`config.mk`:
```
export PLATFORM = sky130hd
export DESIGN_NAME = dcf_flag_fifo
export DESIGN_NICKNAME = d
export VERILOG_FILES = /design/src/dcf_pkg.sv /design/src/dcf_flag_fifo.sv /design/src/dcf_ram.sv
export SDC_FILE = /design/constraint.sdc
export NUM_CORES = 2
export LEC_CHECK = 0
export ABC_AREA = 0
export BUFFER_PORTS_ARGS = -buffer_cell sky130_fd_sc_hd__buf_2
export CAP_MARGIN = 20
export CORE_MARGIN = 5
export CORE_UTILIZATION = 45
export DETAILED_ROUTE_END_ITERATION = 16
export HOLD_SLACK_MARGIN = 0.15
export SLEW_MARGIN = 20
export SYNTH_ARGS = -nofsm -noshare
export SYNTH_HDL_FRONTEND = slang
export SYNTH_MEMORY_MAX_BITS = 65536
export SYNTH_SLANG_ARGS = --single-unit
```
`constraint.sdc`:
```
create_clock -name pclk -period 5.3 [get_ports pclk]
set_input_delay 0.265 -clock pclk [delete_from_list [all_inputs] [get_ports pclk]]
set_output_delay 0.265 -clock pclk [all_outputs]
set_load 0.02 [all_outputs]
```
`src/dcf_pkg.sv`:
```
// Purpose: Shared constants for the flag FIFO block and its memory.
// Assumes: One clock domain; APB register window with 32-bit data.
// Notes: Every offset, bit position and reset value is named here once.
package dcf_pkg;

    // Word width of the data ports and width of the offset registers.
    localparam int DCF_DATA_W = 18;
    localparam int DCF_OFF_W = 12;
    // Default storage depth in words.
    localparam int DCF_DEPTH_DEF = 256;

    // Default almost offsets for the three depth classes.
    localparam int DCF_OFF_DEF_256 = 31;
    localparam int DCF_OFF_DEF_512 = 63;
    localparam int DCF_OFF_DEF_BIG = 127;

    // APB register byte addresses.
    localparam logic [11:0] DCF_CTRL_ADDR = 12'h000;
    localparam logic [11:0] DCF_STATUS_ADDR = 12'h004;
    localparam logic [11:0] DCF_LEVEL_ADDR = 12'h008;
    localparam logic [11:0] DCF_OFFSET_ADDR = 12'h00c;

    // Control register layout and reset value.
    localparam int DCF_CTRL_CHAIN_BIT = 0;
    localparam logic DCF_CTRL_CHAIN_RESET = 1'h0;

    // Status register bit positions.
    localparam int DCF_ST_FULL_BIT = 0;
    localparam int DCF_ST_EMPTY_BIT = 1;
    localparam int DCF_ST_AE_BIT = 2;
    localparam int DCF_ST_AF_BIT = 3;
    localparam int DCF_ST_HF_BIT = 4;
    localparam int DCF_ST_FALL_THROUGH_MODE_BIT = 5;
    localparam int DCF_ST_ASYNC_BIT = 6;
    localparam int DCF_ST_WTOK_BIT = 7;
    localparam int DCF_ST_RTOK_BIT = 8;

    // Offset readback: almost-full offset sits at this bit.
    localparam int DCF_OFFSET_AF_LSB = 16;

    // Which offset register the next load access touches.
    typedef enum logic {DCF_SEL_EMPTY, DCF_SEL_FULL} dcf_off_sel_t;

    // Default almost offset for a given depth.
    function automatic int dcf_default_offset(input int depth);
        if (depth == 256) begin
            return DCF_OFF_DEF_256;
        end else if (depth == 512) begin
            return DCF_OFF_DEF_512;
        end
        return DCF_OFF_DEF_BIG;
    endfunction

endpackage

```
`src/dcf_flag_fifo.sv`:
```
// Purpose: 18-bit FIFO with fixed, almost and half flags, offset
//   registers, fall-through option and daisy-chain depth expansion.
// Assumes: Write and read ports run on pclk; all pins except the asynchronous presetn are synchronous.
// Notes: Straps are caught while master_reset_n is low.
// Function
// Master reset clears pointers, sets flags idle.
// Host resets buffer before its first write.
// Write enable low stores one 18-bit word.
// Stored word is the present input word.
// Write enable high leaves memory and pointer.
// Writes while full are dropped.
// Read enable low moves next word out.
// Read enable high holds the output word.
// Reads while empty are dropped.
// Output enable low drives the output bus.
// Load low writes bits 11:0 to offsets.
// Load low reads offsets onto bits 11:0.
// Straps select timing mode and flag style; the flag-style strap is only latched and shown in status, flags ignore it.
// Chain ties first-load low only on first.
// Chain links expansion inputs to previous outputs.
// Full pin is full or input ready.
// Empty pin is empty or output ready.
// Almost-empty low within offset of empty.
// Almost-full low within offset of full.
// Half-full low above half occupancy.
// Write expansion pulse on last location written.
// Read expansion pulse on last location read.
// Fall-through shows first word without a read.
// Standard mode needs a read to show data.
// Depth is a parameter; defaults follow it.
// Offset accesses alternate empty then full offset.
// Flags cross domains when clocks differ; here both ports share pclk, so there is no crossing logic.
module dcf_flag_fifo import dcf_pkg::*; #(
    parameter int DEPTH = DCF_DEPTH_DEF,
    parameter int AW = $clog2(DEPTH)
) (
    input wire logic pclk,
    input wire logic presetn,
    input wire logic psel,
    input wire logic penable,
    input wire logic pwrite,
    input wire logic [11:0] paddr,
    input wire logic [31:0] pwdata,
    output logic [31:0] prdata,
    output logic pready,
    output logic pslverr,
    input wire logic master_reset_n,
    input wire logic write_enable_n,
    input wire logic [DCF_DATA_W-1:0] write_data,
    input wire logic read_enable_n,
    input wire logic output_enable_n,
    input wire logic offset_load_n,
    input wire logic first_in_chain_n,
    input wire logic write_expand_in_n,
    input wire logic read_expand_in_n,
    output logic full_flag_n,
    output logic empty_flag_n,
    output logic almost_empty_n,
    output logic almost_full_n,
    output logic half_full_n,
    output logic read_expand_out_n,
    output logic [DCF_DATA_W-1:0] read_data,
    output logic read_data_oe
);

    // Depth-derived constants: levels at the width of the level counter, last address at pointer width.
    localparam logic [AW:0] FULL_LEVEL = (AW+1)'(DEPTH);
    localparam logic [AW:0] HALF_LEVEL = (AW+1)'(DEPTH / 2);
    localparam logic [AW-1:0] LAST_ADDR = AW'(DEPTH - 1);
    // Reset default for both almost offsets.
    localparam logic [DCF_OFF_W-1:0] OFF_DEF =
        DCF_OFF_W'(dcf_default_offset(DEPTH));

    logic [AW-1:0] wptr; // Next location to write.
    logic [AW-1:0] rptr; // Next location to read.
    logic [AW:0] count; // Words held in the array.
    logic [AW:0] next_count; // Level after this edge.
    logic [DCF_OFF_W-1:0] ae_off; // Almost-empty offset.
    logic [DCF_OFF_W-1:0] af_off; // Almost-full offset.
    dcf_off_sel_t off_sel; // Offset register for the next load access.
    logic fall_through; // Fall-through timing selected.
    logic async_flags; // Asynchronous almost-flag style selected.
    logic chain_en; // Depth expansion enabled by software.
    logic wtok; // This device owns the write side of the chain.
    logic rtok; // This device owns the read side of the chain.
    logic out_valid; // Fall-through word sits on the outputs.
    logic next_out_valid; // Output valid after this edge.
    logic fetch_pend; // A RAM read lands in the output next edge.
    logic [DCF_DATA_W-1:0] ram_q; // Registered RAM read data.
    logic wr_mem; // Store a word this edge.
    logic rd_mem; // Pop a word from the RAM this edge.
    logic wr_off; // Offset register write this edge.
    logic rd_off; // Offset register readback this edge.
    logic consume; // Fall-through reader takes the shown word.
    logic wxo_pulse; // Last location written in chain mode.
    logic rxo_pulse; // Last location read in chain mode.
    logic is_full; // Array holds DEPTH words.
    logic is_empty; // Array holds no words.

    assign is_full = (count == FULL_LEVEL);
    assign is_empty = (count == '0);

    // Request decode. A full or empty array, or a missing chain token,
    // silently drops the request; the pins already warned the party.
    always_comb begin
        wr_off = !write_enable_n && !offset_load_n;
        rd_off = !read_enable_n && !offset_load_n;
        wr_mem = !write_enable_n && offset_load_n && !is_full
            && (!chain_en || wtok);
        consume = fall_through && out_valid && !read_enable_n
            && offset_load_n;
        if (fall_through) begin
            // Auto fetch keeps the output stage filled.
            rd_mem = !is_empty && !fetch_pend && offset_load_n
                && (!out_valid || consume);
        end else begin
            // Only an explicit read shows data.
            rd_mem = !read_enable_n && offset_load_n && !is_empty
                && (!chain_en || rtok);
        end
        wxo_pulse = chain_en && wr_mem && (wptr == LAST_ADDR);
        rxo_pulse = chain_en && rd_mem && (rptr == LAST_ADDR);
        next_count = count + {{AW{1'b0}}, wr_mem} - {{AW{1'b0}}, rd_mem};
        if (fetch_pend) begin
            next_out_valid = 1'b1;
        end else if (consume) begin
            next_out_valid = 1'b0;
        end else begin
            next_out_valid = out_valid;
        end
    end

    // Word store; the write takes the present input word.
    dcf_ram #(
        .W(DCF_DATA_W),
        .DEPTH(DEPTH),
        .AW(AW)
    ) u_ram (
        .pclk(pclk),
        .presetn(presetn),
        .wr_en(wr_mem),
        .wr_addr(wptr),
        .wr_data(write_data),
        .rd_en(rd_mem),
        .rd_addr(rptr),
        .rd_data(ram_q)
    );

    // Pointers, level and output-stage state. Master reset brings
    // both pointers back to location zero.
    always_ff @(posedge pclk or negedge presetn) begin
        if (!presetn) begin
            wptr <= '0;
            rptr <= '0;
            count <= '0;
            out_valid <= 1'b0;
            fetch_pend <= 1'b0;
        end else if (!master_reset_n) begin
            wptr <= '0;
            rptr <= '0;
            count <= '0;
            out_valid <= 1'b0;
            fetch_pend <= 1'b0;
        end else begin
            if (wr_mem) begin
                wptr <= wptr + 1'b1;
            end
            if (rd_mem) begin
                rptr <= rptr + 1'b1;
            end
            count <= next_count;
            out_valid <= next_out_valid;
            fetch_pend <= rd_mem;
        end
    end

    // Output word register. It only changes when a RAM read lands or
    // an offset is read back, so it holds otherwise.
    always_ff @(posedge pclk or negedge presetn) begin
        if (!presetn) begin
            read_data <= '0;
        end else if (rd_off) begin
            // Offset readback wins; upper bits read as zero.
            if (off_sel == DCF_SEL_EMPTY) begin
                read_data <= {{(DCF_DATA_W-DCF_OFF_W){1'b0}}, ae_off};
            end else begin
                read_data <= {{(DCF_DATA_W-DCF_OFF_W){1'b0}}, af_off};
            end
        end else if (fetch_pend) begin
            read_data <= ram_q;
        end
    end

    // Output enable, registered so the pin comes from a flop; the bus
    // follows output_enable_n one cycle late.
    always_ff @(posedge pclk or negedge presetn) begin
        if (!presetn) begin
            read_data_oe <= 1'b0;
        end else begin
            read_data_oe <= !output_enable_n;
        end
    end

    // Offset registers and their shared step-through selector. A write
    // and a readback in the same edge step the selector only once.
    always_ff @(posedge pclk or negedge presetn) begin
        if (!presetn) begin
            ae_off <= OFF_DEF;
            af_off <= OFF_DEF;
            off_sel <= DCF_SEL_EMPTY;
        end else if (!master_reset_n) begin
            ae_off <= OFF_DEF;
            af_off <= OFF_DEF;
            off_sel <= DCF_SEL_EMPTY;
        end else begin
            if (wr_off && off_sel == DCF_SEL_EMPTY) begin
                ae_off <= write_data[DCF_OFF_W-1:0];
            end
            if (wr_off && off_sel == DCF_SEL_FULL) begin
                af_off <= write_data[DCF_OFF_W-1:0];
            end
            if (wr_off || rd_off) begin
                // Empty offset first, then full, then wrap.
                if (off_sel == DCF_SEL_EMPTY) begin
                    off_sel <= DCF_SEL_FULL;
                end else begin
                    off_sel <= DCF_SEL_EMPTY;
                end
            end
        end
    end

    // Mode straps are caught while master reset is held. Chain mode
    // forces standard timing since the chain passes tokens, not data.
    always_ff @(posedge pclk or negedge presetn) begin
        if (!presetn) begin
            fall_through <= 1'b0;
            async_flags <= 1'b0;
        end else if (!master_reset_n) begin
            fall_through <= !chain_en && !read_expand_in_n;
            async_flags <= !chain_en && !write_expand_in_n;
        end
    end

    // Chain tokens. The first device starts owning both sides; a token
    // moves on when this device uses its last location.
    always_ff @(posedge pclk or negedge presetn) begin
        if (!presetn) begin
            wtok <= 1'b0;
            rtok <= 1'b0;
        end else if (!master_reset_n) begin
            wtok <= !first_in_chain_n;
            rtok <= !first_in_chain_n;
        end else begin
            // An arriving token wins over our own hand-off.
            if (chain_en && !write_expand_in_n) begin
                wtok <= 1'b1;
            end else if (wxo_pulse) begin
                wtok <= 1'b0;
            end
            if (chain_en && !read_expand_in_n) begin
                rtok <= 1'b1;
            end else if (rxo_pulse) begin
                rtok <= 1'b0;
            end
        end
    end

    // Flag pins, all registered from the level, output stage or expansion pulses after this edge. With a
    // single clock every flag lives in one domain, so no synchroniser
    // is needed and the flags carry no extra crossing latency.
    always_ff @(posedge pclk or negedge presetn) begin
        if (!presetn) begin
            full_flag_n <= 1'b1;
            almost_full_n <= 1'b1;
            empty_flag_n <= 1'b0;
            almost_empty_n <= 1'b0;
            half_full_n <= 1'b1;
            read_expand_out_n <= 1'b1;
        end else if (!master_reset_n) begin
            full_flag_n <= 1'b1;
            almost_full_n <= 1'b1;
            empty_flag_n <= 1'b0;
            almost_empty_n <= 1'b0;
            half_full_n <= 1'b1;
            read_expand_out_n <= 1'b1;
        end else begin
            if (fall_through) begin
                // Low means room for another write.
                full_flag_n <= (next_count == FULL_LEVEL);
                // Low means a valid word is on the outputs.
                empty_flag_n <= !next_out_valid;
            end else begin
                full_flag_n <= (next_count != FULL_LEVEL);
                empty_flag_n <= (next_count != '0);
            end
            // Within the programmed distance of empty.
            almost_empty_n <= ({{(DCF_OFF_W+1-AW){1'b0}}, next_count}
                > {2'b00, ae_off});
            // Within the programmed distance of full.
            almost_full_n <= ({{(DCF_OFF_W+1-AW){1'b0}}, next_count}
                + {2'b00, af_off}) < {{(DCF_OFF_W+1-AW){1'b0}}, FULL_LEVEL};
            if (chain_en) begin
                half_full_n <= !wxo_pulse;
            end else begin
                half_full_n <= !(next_count > HALF_LEVEL);
            end
            read_expand_out_n <= !rxo_pulse;
        end
    end

    // APB control register: only the chain enable is writable.
    always_ff @(posedge pclk or negedge presetn) begin
        if (!presetn) begin
            chain_en <= DCF_CTRL_CHAIN_RESET;
        end else if (psel && penable && pwrite
            && paddr == DCF_CTRL_ADDR) begin
            chain_en <= pwdata[DCF_CTRL_CHAIN_BIT];
        end
    end

    // APB read data and error, prepared in the setup cycle so that the
    // zero-wait access phase presents them from flops. Unmapped reads
    // and writes to read-only words answer with an error.
    always_ff @(posedge pclk or negedge presetn) begin
        if (!presetn) begin
            prdata <= '0;
            pslverr <= 1'b0;
            pready <= 1'b1;
        end else if (psel && !penable) begin
            prdata <= '0;
            pslverr <= 1'b0;
            pready <= 1'b1;
            if (paddr == DCF_CTRL_ADDR) begin
                prdata[DCF_CTRL_CHAIN_BIT] <= chain_en;
            end else if (paddr == DCF_STATUS_ADDR) begin
                prdata[DCF_ST_FULL_BIT] <= is_full;
                prdata[DCF_ST_EMPTY_BIT] <= is_empty;
                prdata[DCF_ST_AE_BIT] <= !almost_empty_n;
                prdata[DCF_ST_AF_BIT] <= !almost_full_n;
                prdata[DCF_ST_HF_BIT] <= (count > HALF_LEVEL);
                prdata[DCF_ST_FALL_THROUGH_MODE_BIT] <= fall_through;
                prdata[DCF_ST_ASYNC_BIT] <= async_flags;
                prdata[DCF_ST_WTOK_BIT] <= wtok;
                prdata[DCF_ST_RTOK_BIT] <= rtok;
                pslverr <= pwrite;
            end else if (paddr == DCF_LEVEL_ADDR) begin
                prdata[AW:0] <= count;
                pslverr <= pwrite;
            end else if (paddr == DCF_OFFSET_ADDR) begin
                prdata[DCF_OFF_W-1:0] <= ae_off;
                prdata[DCF_OFFSET_AF_LSB +: DCF_OFF_W] <= af_off;
                pslverr <= pwrite;
            end else begin
                pslverr <= 1'b1;
            end
        end
    end
endmodule // dcf_flag_fifo

```
`src/dcf_ram.sv`:
```
// Purpose: Simple dual-port word store for the flag FIFO.
// Assumes: One clock; read data is registered and held when idle.
// Notes: The array itself has no reset, only its read register does.
module dcf_ram #(
    parameter int W = 18,
    parameter int DEPTH = 256,
    parameter int AW = 8
) (
    input wire logic pclk,
    input wire logic presetn,
    input wire logic wr_en,
    input wire logic [AW-1:0] wr_addr,
    input wire logic [W-1:0] wr_data,
    input wire logic rd_en,
    input wire logic [AW-1:0] rd_addr,
    output logic [W-1:0] rd_data
);

    // Storage array, left without reset to stay a plain RAM.
    logic [W-1:0] mem [DEPTH];

    // Write port.
    always_ff @(posedge pclk) begin
        if (wr_en) begin
            mem[wr_addr] <= wr_data;
        end
    end

    // Registered read port; holds its value when no read is issued.
    always_ff @(posedge pclk or negedge presetn) begin
        if (!presetn) begin
            rd_data <= '0;
        end else if (rd_en) begin
            rd_data <= mem[rd_addr];
        end
    end

endmodule // dcf_ram

```
==> flow_metrics.env <==
export IMPL_status="complete, no violations"
export IMPL_synth_mux_area_fraction_pct=14.71
export IMPL_hold_viol=0
export IMPL_grt_overflow=0
export IMPL_start_util_pct=45.05
export IMPL_routedWlPerCell_um=35.70
export IMPL_dr_pass1_iters=8
export IMPL_cts_tree="built"
export IMPL_io_buffers=93
export IMPL_max_cap_viol_count=0
export IMPL_avgSynthCellArea_um2=20.49
export IMPL_post_route_min_period_ns=4.835
export IMPL_rsz0062_at_grt="false"
export IMPL_path_buf_inv=2
export IMPL_worst_slew_margin_rel_pct=18.62
export IMPL_syn_inst=8986
export IMPL_num_rows=235
export IMPL_grt_max_degree=181
export IMPL_ys_warn_count=0
export IMPL_root_buffer="clkbuf_16"
export IMPL_fillCellCount=32170
export IMPL_irDropWorstVdd_mv=0.2777
export IMPL_cts_sinks=4733
export IMPL_instances_no_fill=15610
export IMPL_cp_end_kind="register"
export IMPL_holdWs_ns=0.2899
export IMPL_core_area_mm2=0.4087
export IMPL_dp_slack_ns=0.4391
export IMPL_clock_skew_ns=0.08041
export IMPL_fin_area_mm2=0.2108
export IMPL_final_util_pct=51.57
export IMPL_crit_required_ns=6.20
export IMPL_cts_buffer_depth=4
export IMPL_critPathLaunchType="register"
export IMPL_clk_pin_slew_ns=0.06
export IMPL_drive_above_1_share_pct=25.65
export IMPL_cp_slowest_cell="a221oi_1"
export IMPL_grt_use_total_pct=25.79
export IMPL_powerDensity_mw_per_mm2=373.0
export IMPL_synth_compound_area_share_pct=4.196
export IMPL_path_delay_family="compound AO/OA/AOI/OAI gates"
export IMPL_hpwlAfterDp_um=332300
export IMPL_fin_ws_ns=0.4650
export IMPL_ant_nets=0
export IMPL_yosysTopAreaCellShare_pct=75.15
export IMPL_h_tree_depth=5
export IMPL_post_cts_buffers=0
export IMPL_yosysTopAreaCell="edfxtp_1"
export IMPL_die_width_um=649.7
export IMPL_tightestPinTransition_ns=1.208
export IMPL_slew_viol_final=0
export IMPL_dpl_cell_area_mm2=0.1955
export IMPL_clock_latency_ns=1.02
export IMPL_synth_seq_cells=4733
export IMPL_synth_top_family_by_area="multiplexers"
export IMPL_drc=0
export IMPL_hold_path_class="in2reg"
export IMPL_cp_slowest_stage_delay_ns=0.54
export IMPL_synth_simple_gate_area_share_pct=2.085
export IMPL_critPathMaxFanout=4
export IMPL_critical_path_class="reg2reg"
export IMPL_cts_buffers=468
export IMPL_grt_pass1_wl_um=769000
export IMPL_fin_nets=9881
export IMPL_area_delta_synth_final_pct=14.48
export IMPL_die_area_mm2=0.4221
export IMPL_p_leak_nw=64.90
export IMPL_path_common_cell="ha_1"
export IMPL_ys_seq_area_share_pct=76.86
export IMPL_synth_ff_type="edfxtp_1"
export IMPL_total_power_mw=78.63
export IMPL_die_h_um=649.7
export IMPL_synth_edf_count=4608
export IMPL_synthAdderAreaFrac_pct=0.2555
export IMPL_synthTopCellsByArea="edfxtp_1 (75%), mux4_2 (11%), mux2i_1 (4.0%)"
export IMPL_finalSetupTns_ns=0
export IMPL_gp_congestion=0.8987
export IMPL_grt_pass1_vias=95770
export IMPL_fin_crit_sh_pct=91.23
export IMPL_wirelength_um=557300
export IMPL_antenna_found_initial=29
export IMPL_netlist_area_mm2=0.1841
export IMPL_io_pin_count=134
export IMPL_crit_arrival_ns=5.74
export IMPL_async_flop_share_pct=2.641
export IMPL_placed_cells=14690
export IMPL_synth_xor_area_share_pct=0.09038
export IMPL_viasPerCell=6.261
export IMPL_fmax_mhz=206.8
export IMPL_worstPathCellList="inv_1 > ha_1 > nor4bb_1 > buf_4 > nand3_1 > o2111a_1 > nand2b_1 > nand2_1 > ha_1 > fa_1 > a21oi_1 > o21bai_1 > a211o_1 > a221oi_1 > ha_1 > o21a_1 > o21ai_0 > mux2_2 > o31ai_1"
export IMPL_drtIter0Drc=13610
export IMPL_setup_viol=0
export IMPL_synth_distinct_cells=73
export IMPL_num_vias=97740
[synthesized netlist by cell type (20+ instances only)]
cell,n
buf_1,40
a22oi_1,45
mux2i_1,741
buf_2,79
o21ai_0,140
o31ai_1,20
edfxtp_1,4608
o221ai_1,280
nand2_1,227
clkbuf_1,244
nor2_1,396
a31oi_1,26
o22ai_1,179
inv_1,31
dfrtp_1,111
nor3_1,68
buf_6,88
buf_4,88
nor2b_1,24
ha_1,36
a21oi_1,217
a22o_1,27
nand3_1,66
mux4_2,869
nand4_1,22
a211oi_1,37
[what timing repair did]
action / 4_1_cts / 5_1_grt
hold buffers: 56 / 0
resized for setup: 0 / 0
hold endpoints to repair: 2351 / 0
[worst register-to-register path, delay by kind of cell (launching register included)]
family / cells / cell delay (ns)
AOI/OAI and AO/OA: 8 / 1.92
adders and majority gates: 4 / 1.14
muxes: 1 / 0.36
and+or+nand+nor: 4 / 0.67
buffers and inverters: 2 / 0.27
DFF: 1 / 0.41
[cell type report]
| class | count | area [µm²] | share of cell area [%] |
|---|---|---|---|
| diodes | 16 | 40.04 | 0.01899 |
| clock buffers | 594 | 12360 | 5.865 |
| clock inverters | 251 | 2127 | 1.009 |
| inverters | 34 | 143.9 | 0.06826 |
| multi-input cells | 3682 | 40140 | 19.04 |
| flip-flops and latches | 4733 | 141500 | 67.15 |
| well taps | 5451 | 6820 | 3.236 |
| repair buffers | 850 | 7614 | 3.612 |
[report_power, final]
group | switching [mW] | total [mW] | leakage [nW] | internal [mW]
registers | 0.290 | 41.5 | 43.0 | 41.2
logic | 3.10 | 5.30 | 14.8 | 2.20
clock network | 14.0 | 31.8 | 7.07 | 17.8
total | 17.4 | 78.6 | 64.9 | 61.2
[flip-flops by register name (all words and copies together), names as in the netlist, 8 cells and up]
name / count
af_off: 12
count: 9
u_ram.mem: 4608
prdata: 24
rptr: 8
wptr: 8
u_ram.rd_data: 18
ae_off: 12
read_data: 18
[worst paths after layout]
| kind | start | to | slack (ns) | cells after the start |
|---|---|---|---|---|
| worst max-delay path | count[3]$_DFF_PN0_ | almost_full_n$_DFF_PN1_ | 0.47 | 19 |
| worst min-delay path | write_data[10] | u_ram.mem[122][10]$_DFFE_PP_ | 0.29 | 2 |
| worst max register to register | count[3]$_DFF_PN0_ | almost_full_n$_DFF_PN1_ | 0.47 | 19 |
| worst min register to register | prdata[8]$_DFFE_PN0P_ | prdata[8]$_DFFE_PN0P_ | 0.47 | 2 |
| max in group asynchronous | presetn | rptr[3]$_DFFE_PN0P_ | 3.92 | 4 |
| min in group asynchronous | presetn | read_expand_out_n$_DFF_PN1_ | 0.38 | 3 |
[placed cells by master, fill, tap and decap left out, drive strengths merged, types with 24 or more instances in the layout]
cell type	instances
edfxtp	4608
mux4	869
buf	794
mux2i	741
clkbuf	595
nor2	396
o221ai	280
nand2	227
a21oi	217
clkinv	205
o22ai	179
o21ai	143
dfrtp	111
nor3	68
nand3	66
dlygate4sd3	55
a22oi	45
inv	42
a211oi	37
ha	36
bufinv	29
a22o	27
a31oi	26
nor2b	24
[cell families (layout without fill, tap and decap cells)]
group	Yosys count	count (layout)
AOI/OAI and AO/OA	1112	1112
DFF	4733	4733
and+or+nand+nor	887	887
buffers and inverters	578	1729
muxes	1618	1618
adders and majority gates	37	37
xor gates and xnor gates	19	19
other	2	25
[layer usage]
metal  share of wire, %  vias to the layer above  GRT usage [%]  wire, µm
met5              0.011                        -              0        63
met4                5.1                       10          11.02     28140
met3                 10                      979          6.025     57040
met2                 46                     5383          39.52    256200
met1                 39                    52220          35.70    215800
li1                   -                    39150              -         -
No activity file was read; power rests on OpenSTA's default activity.
